==> config.mk <==
export PLATFORM = sky130hd
export DESIGN_NAME = ttc_timer_unit
export DESIGN_NICKNAME = d
export VERILOG_FILES = /design/src/ttc_pkg.sv /design/src/ttc_timer_unit.sv
export SDC_FILE = /design/constraint.sdc
export NUM_CORES = 1
export LEC_CHECK = 0
export BUFFER_PORTS_ARGS = -buffer_cell sky130_fd_sc_hd__buf_4
export CORE_ASPECT_RATIO = 1.1
export CORE_MARGIN = 10
export CORE_UTILIZATION = 45
export DETAILED_ROUTE_END_ITERATION = 8
export GPL_ROUTABILITY_DRIVEN = 0
export GPL_TIMING_DRIVEN = 0
export PLACE_DENSITY = 0.64
export SETUP_SLACK_MARGIN = 0.15
export SKIP_CTS_REPAIR_TIMING = 1
export SYNTH_ARGS = -nofsm -noshare
export SYNTH_HDL_FRONTEND = slang
export SYNTH_SLANG_ARGS = --single-unit
==> constraint.sdc <==
create_clock -name CLK_SYS -period 3.5 [get_ports CLK_SYS]
set_input_delay 0.525 -clock CLK_SYS [delete_from_list [all_inputs] [get_ports CLK_SYS]]
set_output_delay 0.525 -clock CLK_SYS [all_outputs]
set_load 0.01 [all_outputs]
==> src/ttc_pkg.sv <==
/*
 * Constants for the triple timer/counter unit: register indices, field
 * positions, reset values and widths.
 * Assumes a 32-bit APB slave where byte address = 4 * register index.
 */
package ttc_pkg;

    // ****************************************
    // Register indices (byte address = index * 4)
    // ****************************************
    localparam int unsigned IDX_W          = 10;
    localparam logic [9:0]  IDX_A_COUNT    = 10'h001;
    localparam logic [9:0]  IDX_INT_CTRL   = 10'h00B;
    localparam logic [9:0]  IDX_IRQ_STATUS = 10'h00C;
    localparam logic [9:0]  IDX_B_LOW      = 10'h00E;
    localparam logic [9:0]  IDX_B_HIGH     = 10'h00F;
    localparam logic [9:0]  IDX_B_CTRL     = 10'h010;
    localparam logic [9:0]  IDX_C_COUNT    = 10'h011;
    localparam logic [9:0]  IDX_C_CTRL     = 10'h012;
    localparam logic [9:0]  IDX_OPTION     = 10'h081;
    localparam logic [9:0]  IDX_PB_DIR     = 10'h086;
    localparam logic [9:0]  IDX_IRQ_MASK   = 10'h08C;
    localparam logic [9:0]  IDX_C_PERIOD   = 10'h092;

    // ****************************************
    // Field positions
    // ****************************************
    localparam int unsigned INT_A_FLAG_BIT = 2;
    localparam int unsigned INT_A_EN_BIT   = 5;
    localparam int unsigned OPT_SRC_BIT    = 5;
    localparam int unsigned OPT_EDGE_BIT   = 4;
    localparam int unsigned OPT_ASSIGN_BIT = 3;
    localparam int unsigned B_RUN_BIT      = 0;
    localparam int unsigned B_CS_BIT       = 1;
    localparam int unsigned B_ASYNC_BIT    = 2;
    localparam int unsigned B_OSC_BIT      = 3;
    localparam int unsigned B_PS_LSB       = 4;
    localparam int unsigned C_PS_LSB       = 0;
    localparam int unsigned C_ON_BIT       = 2;
    localparam int unsigned C_POST_LSB     = 3;
    localparam int unsigned ST_A_BIT       = 0;
    localparam int unsigned ST_B_BIT       = 1;
    localparam int unsigned ST_C_BIT       = 2;

    // ****************************************
    // Reset values
    // ****************************************
    localparam logic [7:0]  OPTION_RESET   = 8'hFF;
    localparam logic [7:0]  INT_CTRL_RESET = 8'h00;
    localparam logic [7:0]  PB_DIR_RESET   = 8'hFF;
    localparam logic [7:0]  BYTE_ZERO      = 8'h00;
    localparam logic [2:0]  MASK_RESET     = 3'h0;

    // ****************************************
    // Count limits
    // ****************************************
    localparam logic [7:0]  A_MAX          = 8'hFF;
    localparam logic [15:0] B_MAX          = 16'hFFFF;

endpackage

==> src/ttc_timer_unit.sv <==
/*
 * Triple timer/counter unit: 8-bit timer A with shared prescaler, 16-bit
 * timer/counter B, 8-bit period timer C, APB register slave, one interrupt.
 * Assumes CLK_SYS is the instruction-cycle clock; external clock pins are
 * asynchronous; SLEEP and CAPTURE_TRIGGER come from logic on CLK_SYS.
 */
// Register access over APB was chosen for this implementation.
// Summary of operation
// Timer A wrapping FF to 00 sets its overflow flag, interrupt control bit 2.
// Timer A interrupt is blocked while interrupt control bit 5 is clear.
// Timer A overflow flag stays set until software clears it.
// Timer A stops during sleep, so it cannot wake the processor.
// Option bit 3 assigns the shared prescaler to timer A or watchdog.
// Software moving prescaler to watchdog uses a safe instruction sequence.
// Timer B is a 16-bit count in readable, writable high and low bytes.
// Timer B wrapping FFFF to 0000 raises its interrupt flag.
// Timer B counts only while control bit 0 is set, else holds.
// Timer B offers timer, sync and async counter; bit 1 picks source.
// Timer mode counts each cycle; counter mode on external rising edges.
// Oscillator enable forces port B pins 2 and 1 to inputs.
// Capture/compare trigger clears the timer B count.
// Timer C has readable, writable 8-bit count and period registers.
// Timer C prescaler divides by 1, 4 or 16.
// Timer C postscaler divides by any ratio from 1 to 16.
// Timer C interrupt is count matching period, through the postscaler.
// Clearing timer C on bit (bit 2) stops timer C.
// On match timer C restarts from zero and advances postscaler.
`timescale 1ns/1ps

module ttc_timer_unit #(
    parameter int unsigned PADDR_WIDTH = 12
) (
    // Clock and reset
    input  wire logic                   CLK_SYS,
    input  wire logic                   RESET,
    // APB slave
    input  wire logic                   PSEL,
    input  wire logic                   PENABLE,
    input  wire logic                   PWRITE,
    input  wire logic [PADDR_WIDTH-1:0] PADDR,
    input  wire logic [31:0]            PWDATA,
    output logic      [31:0]            PRDATA,
    output logic                        PREADY,
    output logic                        PSLVERR,
    // Core side
    input  wire logic                   SLEEP,
    input  wire logic                   CAPTURE_TRIGGER,
    // External clock pins
    input  wire logic                   TIMER_A_CLK_PIN,
    input  wire logic                   TIMER_B_CLK_PIN,
    // Outputs
    output logic                        IRQ,
    output logic                        PRESCALER_TO_WDT,
    output logic      [7:0]             PORT_B_DIR_OUT
);

    if (PADDR_WIDTH < 12)
    begin : g_bad_width
        $error("PADDR_WIDTH must be at least 12");
    end

    typedef struct packed {
        logic        pready;
        logic        pslverr;
        logic [31:0] prdata;
        logic        a_s1;
        logic        a_s2;
        logic        a_s3;
        logic        b_s1;
        logic        b_s2;
        logic        b_s3;
        logic [7:0]  a_cnt;
        logic [7:0]  a_pre;
        logic [7:0]  int_ctrl;
        logic [7:0]  option;
        logic [15:0] b_cnt;
        logic [7:0]  b_ctrl;
        logic [2:0]  b_pre;
        logic        b_flag;
        logic [7:0]  c_cnt;
        logic [7:0]  c_per;
        logic [7:0]  c_ctrl;
        logic [3:0]  c_pre;
        logic [3:0]  c_post;
        logic        c_flag;
        logic [7:0]  pb_dir;
        logic [7:0]  pb_dir_out;
        logic [2:0]  irq_mask;
        logic        irq;
        logic        wdt_sel;
    } ttc_state_s;

    ttc_state_s q;
    ttc_state_s d;

    // ****************************************
    // Helpers
    // ****************************************
    function automatic logic ps_hit(input logic [7:0] cnt, input logic [7:0] mask);
        ps_hit = ((cnt & mask) == mask);
    endfunction

    logic [9:0] idx;
    logic       addr_ok;
    logic       setup;
    logic       wr;
    logic       ev_a;
    logic       ev_b;
    logic       tick_a;
    logic       tick_b;
    logic       tick_c;
    logic       edge_a;
    logic       edge_b;
    logic       c_match;
    logic [7:0] a_mask;
    logic [7:0] b_mask;
    logic [7:0] c_mask;

    function automatic logic wr_at(input logic [9:0] i);
        wr_at = wr && (idx == i);
    endfunction

    assign idx     = PADDR[11:2];
    assign addr_ok = (PADDR[1:0] == 2'h0) && ((PADDR >> 12) == '0);
    assign setup   = PSEL && !PENABLE;
    assign wr      = PSEL && PENABLE && q.pready && PWRITE && !q.pslverr;

    // External edges, seen only from the second and third stages
    assign edge_a  = q.option[ttc_pkg::OPT_EDGE_BIT] ? (q.a_s3 && !q.a_s2) : (!q.a_s3 && q.a_s2);
    assign edge_b  = !q.b_s3 && q.b_s2;

    // Timer A: stopped in sleep, prescaled unless assigned to watchdog
    assign ev_a    = !SLEEP && (q.option[ttc_pkg::OPT_SRC_BIT] ? edge_a : 1'b1);
    assign a_mask  = 8'((9'h002 << q.option[2:0]) - 9'h001);
    assign tick_a  = ev_a && (q.option[ttc_pkg::OPT_ASSIGN_BIT] || ps_hit(q.a_pre, a_mask));

    // Timer B: cycle or external edge; sync mode stops in sleep
    assign ev_b    = q.b_ctrl[ttc_pkg::B_RUN_BIT]
                  && (q.b_ctrl[ttc_pkg::B_CS_BIT] ? edge_b : 1'b1)
                  && (!SLEEP || (q.b_ctrl[ttc_pkg::B_CS_BIT] && q.b_ctrl[ttc_pkg::B_ASYNC_BIT]));
    assign b_mask  = {5'h00, 3'((4'h1 << q.b_ctrl[5:4]) - 4'h1)};
    assign tick_b  = ev_b && ps_hit({5'h00, q.b_pre}, b_mask);

    // Timer C: prescale 1, 4 or 16
    assign c_mask  = (q.c_ctrl[1:0] == 2'h0) ? 8'h00 : ((q.c_ctrl[1:0] == 2'h1) ? 8'h03 : 8'h0F);
    assign tick_c  = q.c_ctrl[ttc_pkg::C_ON_BIT] && ps_hit({4'h0, q.c_pre}, c_mask);
    assign c_match = tick_c && (q.c_cnt == q.c_per);

    // ****************************************
    // Next state
    // ****************************************
    always_comb
    begin
        d = q;

        // APB: one registered answer, zero wait states in the access phase
        d.pready  = setup;
        d.pslverr = 1'b0;
        d.prdata  = 32'h0000_0000;
        if (setup)
        begin
            d.pslverr = 1'b0;
            case (idx)
                ttc_pkg::IDX_A_COUNT:    d.prdata[7:0]  = q.a_cnt;
                ttc_pkg::IDX_INT_CTRL:   d.prdata[7:0]  = q.int_ctrl;
                ttc_pkg::IDX_IRQ_STATUS: d.prdata[2:0]  = {q.c_flag, q.b_flag, q.int_ctrl[ttc_pkg::INT_A_FLAG_BIT]};
                ttc_pkg::IDX_B_LOW:      d.prdata[7:0]  = q.b_cnt[7:0];
                ttc_pkg::IDX_B_HIGH:     d.prdata[7:0]  = q.b_cnt[15:8];
                ttc_pkg::IDX_B_CTRL:     d.prdata[7:0]  = q.b_ctrl;
                ttc_pkg::IDX_C_COUNT:    d.prdata[7:0]  = q.c_cnt;
                ttc_pkg::IDX_C_CTRL:     d.prdata[7:0]  = q.c_ctrl;
                ttc_pkg::IDX_OPTION:     d.prdata[7:0]  = q.option;
                ttc_pkg::IDX_PB_DIR:     d.prdata[7:0]  = q.pb_dir;
                ttc_pkg::IDX_IRQ_MASK:   d.prdata[2:0]  = q.irq_mask;
                ttc_pkg::IDX_C_PERIOD:   d.prdata[7:0]  = q.c_per;
                default:                 d.pslverr      = 1'b1;
            endcase
            if (!addr_ok)
            begin
                d.pslverr = 1'b1;
                d.prdata  = 32'h0000_0000;
            end
        end
        else if (PSEL && PENABLE && q.pready)
        begin
            d.pslverr = 1'b0;
        end
        else
        begin
            d.pslverr = q.pslverr && PSEL && PENABLE;
        end

        // Pin synchronisers
        d.a_s1 = TIMER_A_CLK_PIN;
        d.a_s2 = q.a_s1;
        d.a_s3 = q.a_s2;
        d.b_s1 = TIMER_B_CLK_PIN;
        d.b_s2 = q.b_s1;
        d.b_s3 = q.b_s2;

        // ****************************************
        // Timer A and shared prescaler
        // ****************************************
        if (ev_a && !q.option[ttc_pkg::OPT_ASSIGN_BIT])
        begin
            d.a_pre = q.a_pre + 8'h01;
        end
        if (tick_a)
        begin
            d.a_cnt = q.a_cnt + 8'h01;
        end
        if (wr_at(ttc_pkg::IDX_A_COUNT))
        begin
            d.a_cnt = PWDATA[7:0];
            d.a_pre = ttc_pkg::BYTE_ZERO;
        end
        if (wr_at(ttc_pkg::IDX_OPTION))
        begin
            d.option = PWDATA[7:0];
        end
        d.wdt_sel = d.option[ttc_pkg::OPT_ASSIGN_BIT];

        if (wr_at(ttc_pkg::IDX_INT_CTRL))
        begin
            d.int_ctrl = PWDATA[7:0];
        end
        if (wr_at(ttc_pkg::IDX_IRQ_STATUS) && PWDATA[ttc_pkg::ST_A_BIT])
        begin
            d.int_ctrl[ttc_pkg::INT_A_FLAG_BIT] = 1'b0;
        end
        if (tick_a && q.a_cnt == ttc_pkg::A_MAX)
        begin
            d.int_ctrl[ttc_pkg::INT_A_FLAG_BIT] = 1'b1;
        end

        // ****************************************
        // Timer B
        // ****************************************
        if (ev_b)
        begin
            d.b_pre = q.b_pre + 3'h1;
        end
        if (tick_b)
        begin
            d.b_cnt = q.b_cnt + 16'h0001;
        end
        if (CAPTURE_TRIGGER)
        begin
            d.b_cnt = 16'h0000;
            d.b_pre = 3'h0;
        end
        if (wr_at(ttc_pkg::IDX_B_LOW))
        begin
            d.b_cnt[7:0] = PWDATA[7:0];
            d.b_pre      = 3'h0;
        end
        if (wr_at(ttc_pkg::IDX_B_HIGH))
        begin
            d.b_cnt[15:8] = PWDATA[7:0];
            d.b_pre       = 3'h0;
        end
        if (wr_at(ttc_pkg::IDX_B_CTRL))
        begin
            d.b_ctrl = PWDATA[7:0];
        end
        if (wr_at(ttc_pkg::IDX_IRQ_STATUS) && PWDATA[ttc_pkg::ST_B_BIT])
        begin
            d.b_flag = 1'b0;
        end
        if (tick_b && q.b_cnt == ttc_pkg::B_MAX && !CAPTURE_TRIGGER)
        begin
            d.b_flag = 1'b1;
        end

        // ****************************************
        // Timer C
        // ****************************************
        if (q.c_ctrl[ttc_pkg::C_ON_BIT])
        begin
            d.c_pre = tick_c ? 4'h0 : q.c_pre + 4'h1;
        end
        if (tick_c)
        begin
            d.c_cnt = c_match ? ttc_pkg::BYTE_ZERO : q.c_cnt + 8'h01;
        end
        if (c_match)
        begin
            d.c_post = (q.c_post == q.c_ctrl[6:3]) ? 4'h0 : q.c_post + 4'h1;
        end
        if (wr_at(ttc_pkg::IDX_C_COUNT))
        begin
            d.c_cnt  = PWDATA[7:0];
            d.c_pre  = 4'h0;
            d.c_post = 4'h0;
        end
        if (wr_at(ttc_pkg::IDX_C_PERIOD))
        begin
            d.c_per = PWDATA[7:0];
        end
        if (wr_at(ttc_pkg::IDX_C_CTRL))
        begin
            d.c_ctrl = {1'b0, PWDATA[6:0]};
            d.c_pre  = 4'h0;
            d.c_post = 4'h0;
        end
        if (wr_at(ttc_pkg::IDX_IRQ_STATUS) && PWDATA[ttc_pkg::ST_C_BIT])
        begin
            d.c_flag = 1'b0;
        end
        if (c_match && q.c_post == q.c_ctrl[6:3])
        begin
            d.c_flag = 1'b1;
        end

        // ****************************************
        // Port B direction and interrupt
        // ****************************************
        if (wr_at(ttc_pkg::IDX_PB_DIR))
        begin
            d.pb_dir = PWDATA[7:0];
        end
        d.pb_dir_out = d.pb_dir;
        if (d.b_ctrl[ttc_pkg::B_OSC_BIT])
        begin
            d.pb_dir_out[2:1] = 2'h3;
        end
        if (wr_at(ttc_pkg::IDX_IRQ_MASK))
        begin
            d.irq_mask = PWDATA[2:0];
        end
        d.irq = (d.int_ctrl[ttc_pkg::INT_A_FLAG_BIT] && d.int_ctrl[ttc_pkg::INT_A_EN_BIT]
                 && d.irq_mask[ttc_pkg::ST_A_BIT])
             || (d.b_flag && d.irq_mask[ttc_pkg::ST_B_BIT])
             || (d.c_flag && d.irq_mask[ttc_pkg::ST_C_BIT]);
    end

    always_ff @(posedge CLK_SYS)
    begin
        if (RESET)
        begin
            q            <= '0;
            q.option     <= ttc_pkg::OPTION_RESET;
            q.int_ctrl   <= ttc_pkg::INT_CTRL_RESET;
            q.pb_dir     <= ttc_pkg::PB_DIR_RESET;
            q.pb_dir_out <= ttc_pkg::PB_DIR_RESET;
            q.irq_mask   <= ttc_pkg::MASK_RESET;
            q.wdt_sel    <= 1'b1;
        end
        else
        begin
            q <= d;
        end
    end

    assign PRDATA           = q.prdata;
    assign PREADY           = q.pready;
    assign PSLVERR          = q.pslverr;
    assign IRQ              = q.irq;
    assign PRESCALER_TO_WDT = q.wdt_sel;
    assign PORT_B_DIR_OUT   = q.pb_dir_out;

    logic a_clr;
    logic b_wr;
    assign a_clr = wr_at(ttc_pkg::IDX_INT_CTRL) || wr_at(ttc_pkg::IDX_IRQ_STATUS);
    assign b_wr  = wr_at(ttc_pkg::IDX_B_LOW) || wr_at(ttc_pkg::IDX_B_HIGH);
endmodule

Word-level counts from Yosys, hierarchy flattened
Cells that the tools add are included.
- register bits: 152
- input port bits: 53
- word-level logic and storage cells: 170
- $add $sub $neg: 9
- equality and inequality tests: 20
- shift operators: 2
- mux-type cells: 34
- bitwise logic cells: 5
- reduce and logical (&&, ||, !) cells: 67
- operators with widths (kind ; count):
    8-bit 2-to-1 mux ; 8
    5-bit case mux with 10 select lines ; 1
    16-bit 2-to-1 mux ; 3
    1-bit logical AND ; 42
    10-bit by 4-bit equality test with 1-bit output, second input constant ; 4
    10-bit by 8-bit equality test with 1-bit output, second input constant ; 4
    3-bit case mux with 12 select lines ; 1
    33-bit 2-to-1 mux ; 1
    10-bit by 5-bit equality test with 1-bit output, second input constant ; 3
    8-bit by 1-bit adder with 8-bit output, second input constant ; 3
    4-bit 2-to-1 mux ; 6
    16-bit by 1-bit adder with 16-bit output, second input constant ; 1
    16-bit equality test, second input constant ; 1
    8-bit equality test ; 2
    1-bit 2-to-1 mux ; 12
    12-bit OR reduction ; 1
    10-bit by 1-bit equality test with 1-bit output, second input constant ; 1
    4-bit by 1-bit adder with 4-bit output, second input constant ; 2
    8-bit bitwise AND ; 1
    4-bit equality test ; 2
    8-bit equality test, second input constant ; 1
    1-bit logical NOT ; 8
    2-bit by 3-bit << shifter with 8-bit output, first input constant ; 1
    8-bit by 1-bit subtractor with 8-bit output, second input constant ; 1
    other kinds (17) ; 27

Longest topological paths before layout
Gate-level depths: netlist of run 1.
- depth in word-level cells: 12
- gate-level depth with buffers: 11
- gate-level depth less buffers: 9

Least setup slack after synthesis of run 1
Ideal clock, no wire load.
- path kind: flip-flop to flip-flop
- start: register q[83] in the netlist's numbering
- end: register q[113] in the netlist's numbering
- library setup time: 91 ps
- arrival time: 2575 ps
- required time: 3409 ps
- slack: 834 ps
- cell stages (with the launch flop): 11
- period minus slack after synthesis: 2666 ps
- cell sequence: dfxtp_1 -> buf_6 -> or3_4 -> ha_1 -> o21ai_0 -> a21oi_2 -> a31oi_1 -> or3_1 -> buf_2 -> or4_1 -> a311oi_1
- word-level cells in the longest chain between the ends: 7
- RTL lines (element ; RTL line ; text):
    from (decl) ; ttc_timer_unit.sv:93 ; ttc_state_s q;
    2-bit by 3-bit << shifter with 8-bit output * ; ttc_timer_unit.sv:134 ; assign a_mask = 8'((9'h002 << q.option[2:0]) - 9'h001);
    8-bit by 1-bit subtractor with 8-bit output * ; ttc_timer_unit.sv:134 ;
    8-bit bitwise AND ; ttc_timer_unit.sv:100 ; ps_hit = ((cnt & mask) == mask);
    8-bit equality test * ; ttc_timer_unit.sv:100 ;
    1-bit logical OR * ; ttc_timer_unit.sv:135 ; assign tick_a = ev_a && (q.option[ttc_pkg::OPT_ASSIGN_BIT] || ps_hit(q.a_pre, a_mask));
    1-bit logical AND * ; ttc_timer_unit.sv:135 ;
    2-bit nonzero test (no line) * ; - ;
Mark *: on every way between the ends. The rest lies on a longest branch, timed or not.
A chain may end at the register's enable or synchronous reset.

Final worst setup path of run 1
Ends and elaborated chain as after synthesis.

==> metrics.cfg, run 1 <==
[status]
outcome = completed

[timing]
hold_viol = 0
setup_tns_ns = 0
finalSetupViolations = 0
worst_pin_slew_ns = 0.957
final.min_clock_period_ns = 2.89
relSlewSlack_pct = 35.8
drv_slew = 0
layout_setup_ws_ns = 0.607
max_freq_ghz = 0.346
grt_setup_unrepaired = false
fin_skew_ns = 0.00902
period_share_pct = 82.6

[synthesis]
synth_area_leaders = dfxtp_1, mux2i_1, nand2_1
synth_top_area_cell = dfxtp_1
ys_ff_latch = 122
yosysWarnings = 0
syn_avg_cell_area_um2 = 8.25
ys.flop_type = dfxtp_1
netlist.area_leader.share_pct = 36.6
synth.distinct_cells = 70
syn_inst = 810
synth_area_mm2 = 0.00668
synth_edf_count = 0
async_reset_ff_share_pct = 0
ys_seq_area_share_pct = 36.6

[die]
ioPinCount = 97
dieArea_mm2 = 0.0201
die_h_um = 148
core_mm2 = 0.0145
rows = 46
fp.dieW_um = 136
initial_core_util_pct = 46.1

[final_layout]
layout.cells.non_filler = 1100
utilization_pct = 54.4
multi_input_area_mm2 = 0.00377
area.sequential_mm2 = 0.00244
area_growth_pct = 18.1
drive_gt1_share_pct = 15.0
fin_nets = 956
nFillCells = 1428
num_antenna_cells = 0

[worst_setup_path]
cp_top_family = simple AND/OR/NAND/NOR gates
cp_max_fo = 10
cpPeakStageDelay_ns = 0.50
critical_path_class = register to register
worstPathArrival_ns = 3.23
worstPathCellList = buf_6 > or3_4 > ha_1 > o21ai_0 > a21oi_2 > a31oi_1 > or3_1 > buf_2 > or4_1 > a311oi_1
cp_slowest_cell = or4_1
crit_required_ns = 3.83
crit_buf_inv = 2
cp-start-kind = register
endpoint_kind = register

[job]
max-cap-violations = 0

[clocking]
clockBufferDepth = 2
cts_tree = done
worstSkewPairLatency_ns = 0.43
clock-sinks = 122
clk_pin_slew_ns = 0.05
cts_buffers = 17
clock-root-buffer = clkbuf_16
htree_levels = 4

[power]
power_density_mw_per_mm2 = 413
clockPowerShare_pct = 51.2
leakage_nw = 2.90
switching_share_pct = 23.2
peakVddDrop_mv = 0.286
internal_power_w = 0.00250
p_comb_share_pct = 5.9
power_switching_w = 0.000756
seq_power_share_pct = 42.9

[drt]
vias = 6306
wire_per_inst_um = 19.7
drtIter0Drc = 693
wl_um = 21600
vias_per_cell = 5.73
drc = 0
firstDrtPassIters = 8
ant_nets = 0

[global_route]
grt-ovfl-total = 0
antenna_found_initial = 0
grt_pass1_vias = 5948
grt_use_total_pct = 21.5
grt_first_pass_wirelength_um = 33500
grt_max_degree = 17

[placed_design]
dp_slack_ns = 0.494
dp_cells = 1067
port_buffers = 42
place_hpwl_um = 15800

[worst_hold_path]
hold_path_class = primary input to register

-- sequential cells by signal (all words and copies together), names as in the netlist --
name,cells
PORT_B_DIR_OUT,2
q,104
PREADY,1
PRDATA,8
d,4
IRQ,1
PSLVERR,1
PRESCALER_TO_WDT,1
-- cell usage after synthesis, types with 22 or more instances --
master and number:
dfxtp_1 122, nand2_1 82, nor2_1 75, clkbuf_1 44, buf_4 40, nand3_1 37
a21oi_1 36, mux2i_1 34, o21ai_0 25, nor3_1 24, xnor2_1 23, nor2b_1 22
-- cell type report --
| type | count | share of cell area [%] |
|---|---|---|
| Multi-Input combinational cell | 607 | 47.8 |
| Clock inverter | 8 | 0.857 |
| Inverter | 13 | 0.619 |
| Buffer | 91 | 6.38 |
| Timing Repair Buffer | 43 | 4.06 |
| Clock buffer | 24 | 6.24 |
| Sequential cell | 122 | 31.0 |
| Tap cell | 192 | 3.05 |
-- cells by family after synthesis --
group           count (synthesis)  share of synthesized area, %
mux                            40                          6.11
compound gates                155                          16.1
flops                         122                          36.6
fa+ha+maj                       8                          1.50
buf+inv                       104                          8.26
other cells                     1                        0.0561
xor+xnor                       43                          5.64
simple gates                  337                          25.8
-- worst paths after layout --
kind                            depth (start not counted)      to  startpoint  slack, ns
worst max-delay path                                   10  q[113]       q[83]       0.61
worst min register to register                          1  d[117]      d[118]       0.43
worst max register to register                         10  q[113]       q[83]       0.61
worst min-delay path                                    2  PREADY     PENABLE       0.29
-- cells in the final DEF (no fill, tap or decap), types with 6 or more instances in the layout --
cell type / count
dfxtp_1: 122
nand2_1: 82
buf_4: 82
nor2_1: 75
clkbuf_1: 47
nand3_1: 37
a21oi_1: 36
mux2i_1: 34
o21ai_0: 25
nor3_1: 24
conb_1: 24
xnor2_1: 23
nor2b_1: 22
nand4_1: 21
xor2_1: 20
clkbuf_16: 17
and3_1: 15
a22oi_1: 14
inv_1: 13
nand2b_1: 11
a211o_1: 11
a211oi_1: 11
nand3b_1: 10
nor4_1: 10
a31oi_1: 9
ha_1: 8
mux2_2: 6
clkinv_2: 6
-- worst register-to-register path, cell delays in order (launching register included) --
cell and delay [ns]:
dfxtp_1 0.30, buf_6 0.13, or3_4 0.37, ha_1 0.28, o21ai_0 0.10, a21oi_2 0.12, a31oi_1 0.15, or3_1 0.38
buf_2 0.19, or4_1 0.50, a311oi_1 0.27
-- per-layer routing --
| layer | GRT usage (%) | up-vias | part of all wire (%) |
|---|---|---|---|
| met5 | 0 | - | 0 |
| met3 | 7.25 | 41 | 11 |
| li1 | - | 3018 | - |
| met4 | 7.73 | 0 | 2.5 |
| met2 | 31.9 | 321 | 43 |
| met1 | 28.3 | 2926 | 44 |
-- power groups by stage --
stage | clock, W | combinational, W | sequential [W]
after floorplan | 0 | 0.000106 | 0.00143
after global placement | 0 | 0.000186 | 0.00143
after detailed placement | 0 | 0.000185 | 0.00143
after CTS | 0.00169 | 0.000186 | 0.00140
after global routing | 0.00175 | 0.000202 | 0.00140
final | 0.00167 | 0.000191 | 0.00140
-- per-stage QoR --
step	cell area, um^2	power, W	hold WS, ns
final	7890	0.00325	0.295
after global routing	7890	0.00335	0.291
after CTS	7880	0.00327	0.269
after detailed placement	7320	0.00161	0.425
after global placement	7320	0.00161	0.417
after floorplan	6770	0.00153	0.414
No activity file was read; power rests on OpenSTA's default activity.
==> run 2: changes to the inputs <==
Settings changed: PLACE_DENSITY 0.64 to 0.67.
Clock period 3.5 ns to 2.5 ns, I/O delays scaled along.
==> run 2 against run 1 <==
Compared with the run above:
- the run now ends with setup timing left
- clock power is 39% higher
- global-route usage down 0.81 points
- sequential share of layout area decreased by 0.95 points
- hold slack lost 0.15 ns
- cell count grew 0.36%
- register-to-register slack lost 0.88 ns
- via count grew 1.6%
- sequential cell count is the same
- total power rose by 40%
- critical path depth unchanged
- first-iteration DRC count fell by 2.3%
- critical path type unchanged
- largest power group unchanged
==> metrics.cfg, run 2 (same netlist as run 1, synthesis figures left out) <==
[status]
outcome = finished with violations
violations = setup timing

[timing]
relSlewSlack_pct = 41.2  ; +5.4 points
grt_setup_unrepaired = true
layout_setup_ws_ns = -0.274  ; -0.882 ns
finalSetupViolations = 2  ; +2
fin_skew_ns = 0.0110  ; +0.00195 ns
final.min_clock_period_ns = 2.77  ; -0.118 ns
hold_viol = 0  ; unchanged
drv_slew = 0  ; unchanged
max_freq_ghz = 0.360  ; +4.3%
worst_pin_slew_ns = 0.875  ; -0.0820 ns
period_share_pct = 111  ; +28 points

[placed_design]
port_buffers = 42  ; unchanged
place_hpwl_um = 15300  ; -3.1%
dp_cells = 1067  ; unchanged

[worst_setup_path]
worstPathArrival_ns = 3.11  ; -0.12 ns
cp-start-kind = register
endpoint_kind = register
critical_path_class = register to register
crit_buf_inv = 2  ; unchanged
worstPathCellList = buf_6 > or3_4 > ha_4 > o21ai_2 > a21oi_2 > a31oi_4 > or3_4 > buf_6 > or4_4 > a311oi_2
cpPeakStageDelay_ns = 0.47  ; -0.03 ns
cp_slowest_cell = or4_4
crit_required_ns = 2.84  ; -0.99 ns
cp_max_fo = 7  ; -3
cp_top_family = simple AND/OR/NAND/NOR gates

[drt]
wl_um = 21100  ; -2.3%
vias = 6410  ; +1.6%
drtIter0Drc = 677  ; -2.3%
ant_nets = 0  ; unchanged
drc = 0  ; unchanged
wire_per_inst_um = 19.2  ; -2.7%
firstDrtPassIters = 6  ; -2
vias_per_cell = 5.81  ; +1.3%

[die]
die_h_um = 148  ; unchanged
core_mm2 = 0.0145  ; unchanged
rows = 46  ; unchanged
fp.dieW_um = 136  ; unchanged
initial_core_util_pct = 46.1  ; unchanged
ioPinCount = 97  ; unchanged
dieArea_mm2 = 0.0201  ; unchanged

[power]
power_density_mw_per_mm2 = 558  ; +35%
leakage_nw = 2.99  ; +3.1%
peakVddDrop_mv = 0.419  ; +46%
finalPower_w = 0.00454  ; +40%

[clocking]
cts_tree = done
cts_buffers = 17  ; unchanged
worstSkewPairLatency_ns = 0.43  ; about the same
clock-sinks = 122  ; unchanged
clk_pin_slew_ns = 0.05  ; about the same
clock-root-buffer = clkbuf_16
clockBufferDepth = 2  ; unchanged
htree_levels = 4  ; unchanged

[global_route]
grt-ovfl-total = 0  ; unchanged
antenna_found_initial = 0  ; unchanged
grt_use_total_pct = 20.7  ; -0.81 points
grt_first_pass_wirelength_um = 32400  ; -3.3%
grt_pass1_vias = 5817  ; -2.2%
grt_max_degree = 17  ; unchanged

[final_layout]
num_antenna_cells = 0  ; unchanged
fin_nets = 962  ; +0.63%
area_growth_pct = 21.9
drive_gt1_share_pct = 18.6  ; +3.7 points
largest_register_ffs = 104  ; unchanged
layout.cells.non_filler = 1104  ; +0.36%
utilization_pct = 56.1  ; +1.8 points
mostFrequentLayoutCells = dfxtp_1, buf_4, nand2_1, nor2_1, clkbuf_1
nFillCells = 1364  ; -4.5%
final_common_cell = dfxtp_1
max_flop_register = q

[worst_hold_path]
hold_path_class = primary input to register

[job]
max-cap-violations = 0  ; unchanged

-- run 2: cell types whose count changed in the layout (fill, tap and decap cells not counted), moves of 3 or more --
cell,delta
nor4_2,+3
nor3_1,-3
clkbuf_1,-7
nor3_4,+3
clkinv_2,-3
nor4_1,-3
clkbuf_2,+5
buf_4,+8
-- run 2: power by group --
group          internal [W]  switching [W]
Clock               0.00145       0.000868
Sequential          0.00195     0.00000336
Combinational     0.0000903       0.000178
-- run 2: worst register-to-register path, cell delays in order, from the launching register on --
cell and delay, ns:
dfxtp_1 0.30, buf_6 0.11, or3_4 0.38, ha_4 0.28, o21ai_2 0.05, a21oi_2 0.15
a31oi_4 0.12, or3_4 0.40, buf_6 0.14, or4_4 0.47, a311oi_2 0.27
-- run 2: metal layers --
metal  GRT usage (%)  vias to the layer above  part of all wire [%]
met4            9.86                        0                   2.8
met2            31.8                      295                    46
met5               0                        -                     0
met1            26.4                     3025                    43
met3            5.19                       48                   8.4
li1                -                     3042                     -
-- run 2: layout make-up --
cell class	count	area, um^2	area share, %
Buffer	90	519	6.38
Timing Repair Buffer	50	375	4.61
Inverter	13	48.8	0.599
Tap cell	192	240	2.95
Clock buffer	23	488	5.99
Clock inverter	7	67.6	0.830
Multi-Input combinational cell	607	3960	48.6
Sequential cell	122	2440	30.0
-- run 2: worst paths after layout --
path | startpoint | end | slack [ns] | cells past startpoint
worst max-delay path | q[83] | q[113] | -0.27 | 10
worst min-delay path | PENABLE | PREADY | 0.14 | 2
worst max register to register | q[83] | q[113] | -0.27 | 10
worst min register to register | d[118] | d[117] | 0.44 | 1
-- run 2: metrics by stage --
step | cell area (um^2) | hold slack [ns] | setup WS [ns] | TNS [ns]
finish | 8140 | 0.144 | -0.274 | -0.391
global route | 8140 | 0.137 | -0.352 | -0.806
CTS | 7910 | 0.126 | -0.285 | -1.44
detailed placement | 7350 | 0.426 | -0.322 | -8.69
global placement | 7350 | 0.418 | -0.380 | -9.97
floorplan | 6800 | 0.414 | -0.0643 | -0.0643
==> run 3: changes to the inputs <==
Settings changed: BUFFER_PORTS_ARGS -buffer_cell sky130_fd_sc_hd__buf_4 to not set, CTS_BUF_LIST set to sky130_fd_sc_hd__clkbuf_4, DONT_BUFFER_PORTS set to 1, PLACE_DENSITY 0.67 to not set.
==> run 3 against run 2 <==
Compared with the run above:
- the flow still finishes with violations (setup timing)
- first-iteration DRC count shrank 6.6%
- hold slack lost 0.081 ns
- non-clock buffer count is 32 lower
- sequential share of layout area is 1.9 points higher
- sequential cell count unchanged
- cell area shrank 6.0%
- largest cell class unchanged
- highest routed layer unchanged
==> metrics.cfg, run 3 (same netlist as run 1, synthesis figures left out) <==
[die]
fp.dieW_um = 136  ; unchanged
core_mm2 = 0.0145  ; unchanged
ioPinCount = 97  ; unchanged
initial_core_util_pct = 46.1  ; unchanged
die_h_um = 148  ; unchanged
rows = 46  ; unchanged
dieArea_mm2 = 0.0201  ; unchanged

[timing]
finalSetupViolations = 9  ; +7
drv_slew = 0  ; unchanged
worst_pin_slew_ns = 1.16  ; +0.287 ns
grt_setup_unrepaired = true
setup_tns_ns = -1.73  ; -1.34 ns
fin_skew_ns = 0.0219  ; +0.0110 ns
layout_setup_ws_ns = -0.452  ; -0.178 ns
max_freq_ghz = 0.339  ; -6.0%
period_share_pct = 118  ; +7.1 points
hold_viol = 0  ; unchanged
relSlewSlack_pct = 21.8  ; -19 points
final.min_clock_period_ns = 2.95  ; +0.178 ns
whs_ns = 0.0635  ; -0.0807 ns

[global_route]
antenna_found_initial = 0  ; unchanged
grt-ovfl-total = 0  ; unchanged
grt_pass1_vias = 6119  ; +5.2%
grt_use_total_pct = 21.9  ; +1.2 points
grt_first_pass_wirelength_um = 34400  ; +6.2%
grt_max_degree = 17  ; unchanged

[drt]
drc = 0  ; unchanged
firstDrtPassIters = 7  ; +1
wire_per_inst_um = 20.9  ; +9.0%
vias = 6483  ; +1.1%
wl_um = 22500  ; +6.2%
drtIter0Drc = 632  ; -6.6%
ant_nets = 0  ; unchanged
vias_per_cell = 6.03  ; +3.8%

[final_layout]
nFillCells = 1404  ; +2.9%
final_common_cell = dfxtp_1
mostFrequentLayoutCells = dfxtp_1, nand2_1, nor2_1, buf_4, clkbuf_1
max_flop_register = q
drive_gt1_share_pct = 15.1  ; -3.6 points
largest_register_ffs = 104  ; unchanged
fin_nets = 930  ; -3.3%
area_growth_pct = 14.6

[clocking]
clock-root-buffer = clkbuf_4
clk_pin_slew_ns = 0.11  ; +0.06 ns
cts_tree = done
clock-sinks = 122  ; unchanged
htree_levels = 4  ; unchanged
cts_buffers = 17  ; unchanged
clockBufferDepth = 2  ; unchanged
worstSkewPairLatency_ns = 0.59  ; +0.16 ns

[status]
outcome = finished with violations
violations = setup timing

[worst_setup_path]
endpoint_kind = register
worstPathArrival_ns = 3.45  ; +0.34 ns
cp-start-kind = register
critical_path_class = register to register
worstPathCellList = buf_6 > buf_4 > buf_4 > nor2b_1 > o311ai_0 > o32ai_2 > or3_4 > buf_6 > or4_1 > a311oi_1
cp_slowest_cell = o311ai_0
cpPeakStageDelay_ns = 0.53  ; +0.06 ns
cp_max_fo = 5  ; -2
crit_required_ns = 3.00  ; +0.16 ns
crit_buf_inv = 4  ; +2
cp_top_family = compound AO/OA/AOI/OAI gates

[placed_design]
place_hpwl_um = 16300  ; +6.5%
port_buffers = 0  ; -100%

[power]
peakVddDrop_mv = 0.256  ; -39%
power_density_mw_per_mm2 = 482  ; -14%
leakage_nw = 2.71  ; -9.4%
finalPower_w = 0.00369  ; -19%

[job]
max-cap-violations = 0  ; unchanged

[worst_hold_path]
hold_path_class = primary input to register

## run 3: cell types whose count changed in the layout (fill, tap and decap cells not counted), moves of 4 or more
cell           change
clkbuf_4          +18
dlygate4sd3_1      +7
buf_4             -42
clkbuf_8           -4
clkbuf_16         -17
## run 3: path summary, 6_finish.rpt
kind | from | to | slack (ns) | cells after the start
setup / recovery | q[83] | q[113] | -0.45 | 10
hold / removal | PSEL | PSLVERR | 0.06 | 3
setup reg to reg | q[83] | q[113] | -0.45 | 10
hold reg to reg | d[118] | d[117] | 0.45 | 1
## run 3: power by group
group | switching, W | total (W) | internal [W]
clock network | 0.000808 | 0.00150 | 0.000687
registers | 0.00000432 | 0.00195 | 0.00195
logic | 0.000167 | 0.000240 | 0.0000729
## run 3: final cells by class
cell class	count	area [um^2]	share of cell area (%)
plain buffers	90	520	6.80
inverters	13	48.8	0.637
diodes	2	5.00	0.0654
multi-input cells	607	3940	51.5
flip-flops and latches	122	2450	32.0
repair buffers	18	164	2.14
well taps	192	240	3.14
clock buffers	18	135	1.77
clock inverters	14	155	2.03
## run 3: through the flow
step                std cells  setup WS [ns]  cell area, um^2  utilization [%]
floorplan                 833        -0.0643             6800                -
global placement         1025         -0.349             7040             48.5
detailed placement       1025         -0.337             7040             48.5
CTS                      1057         -0.278             7330             50.5
global route             1074         -0.408             7650             52.7
finish                   1076         -0.452             7650             52.8
## run 3: per-layer routing
| metal | wire length [um] | vias to the layer above | track usage [%] |
|---|---|---|---|
| li1 | - | 2972 | - |
| met2 | 10500 | 333 | 34.0 |
| met4 | 941 | 0 | 9.86 |
| met5 | 0 | - | 0 |
| met1 | 9040 | 3100 | 27.7 |
| met3 | 2030 | 78 | 5.90 |
## run 3: worst register-to-register path: cells and delay by family, from the launching register on
family,cells,cell delay [ns]
compound gates,3,1.06
simple gates,3,0.97
buf+inv,4,0.50
flops,1,0.33
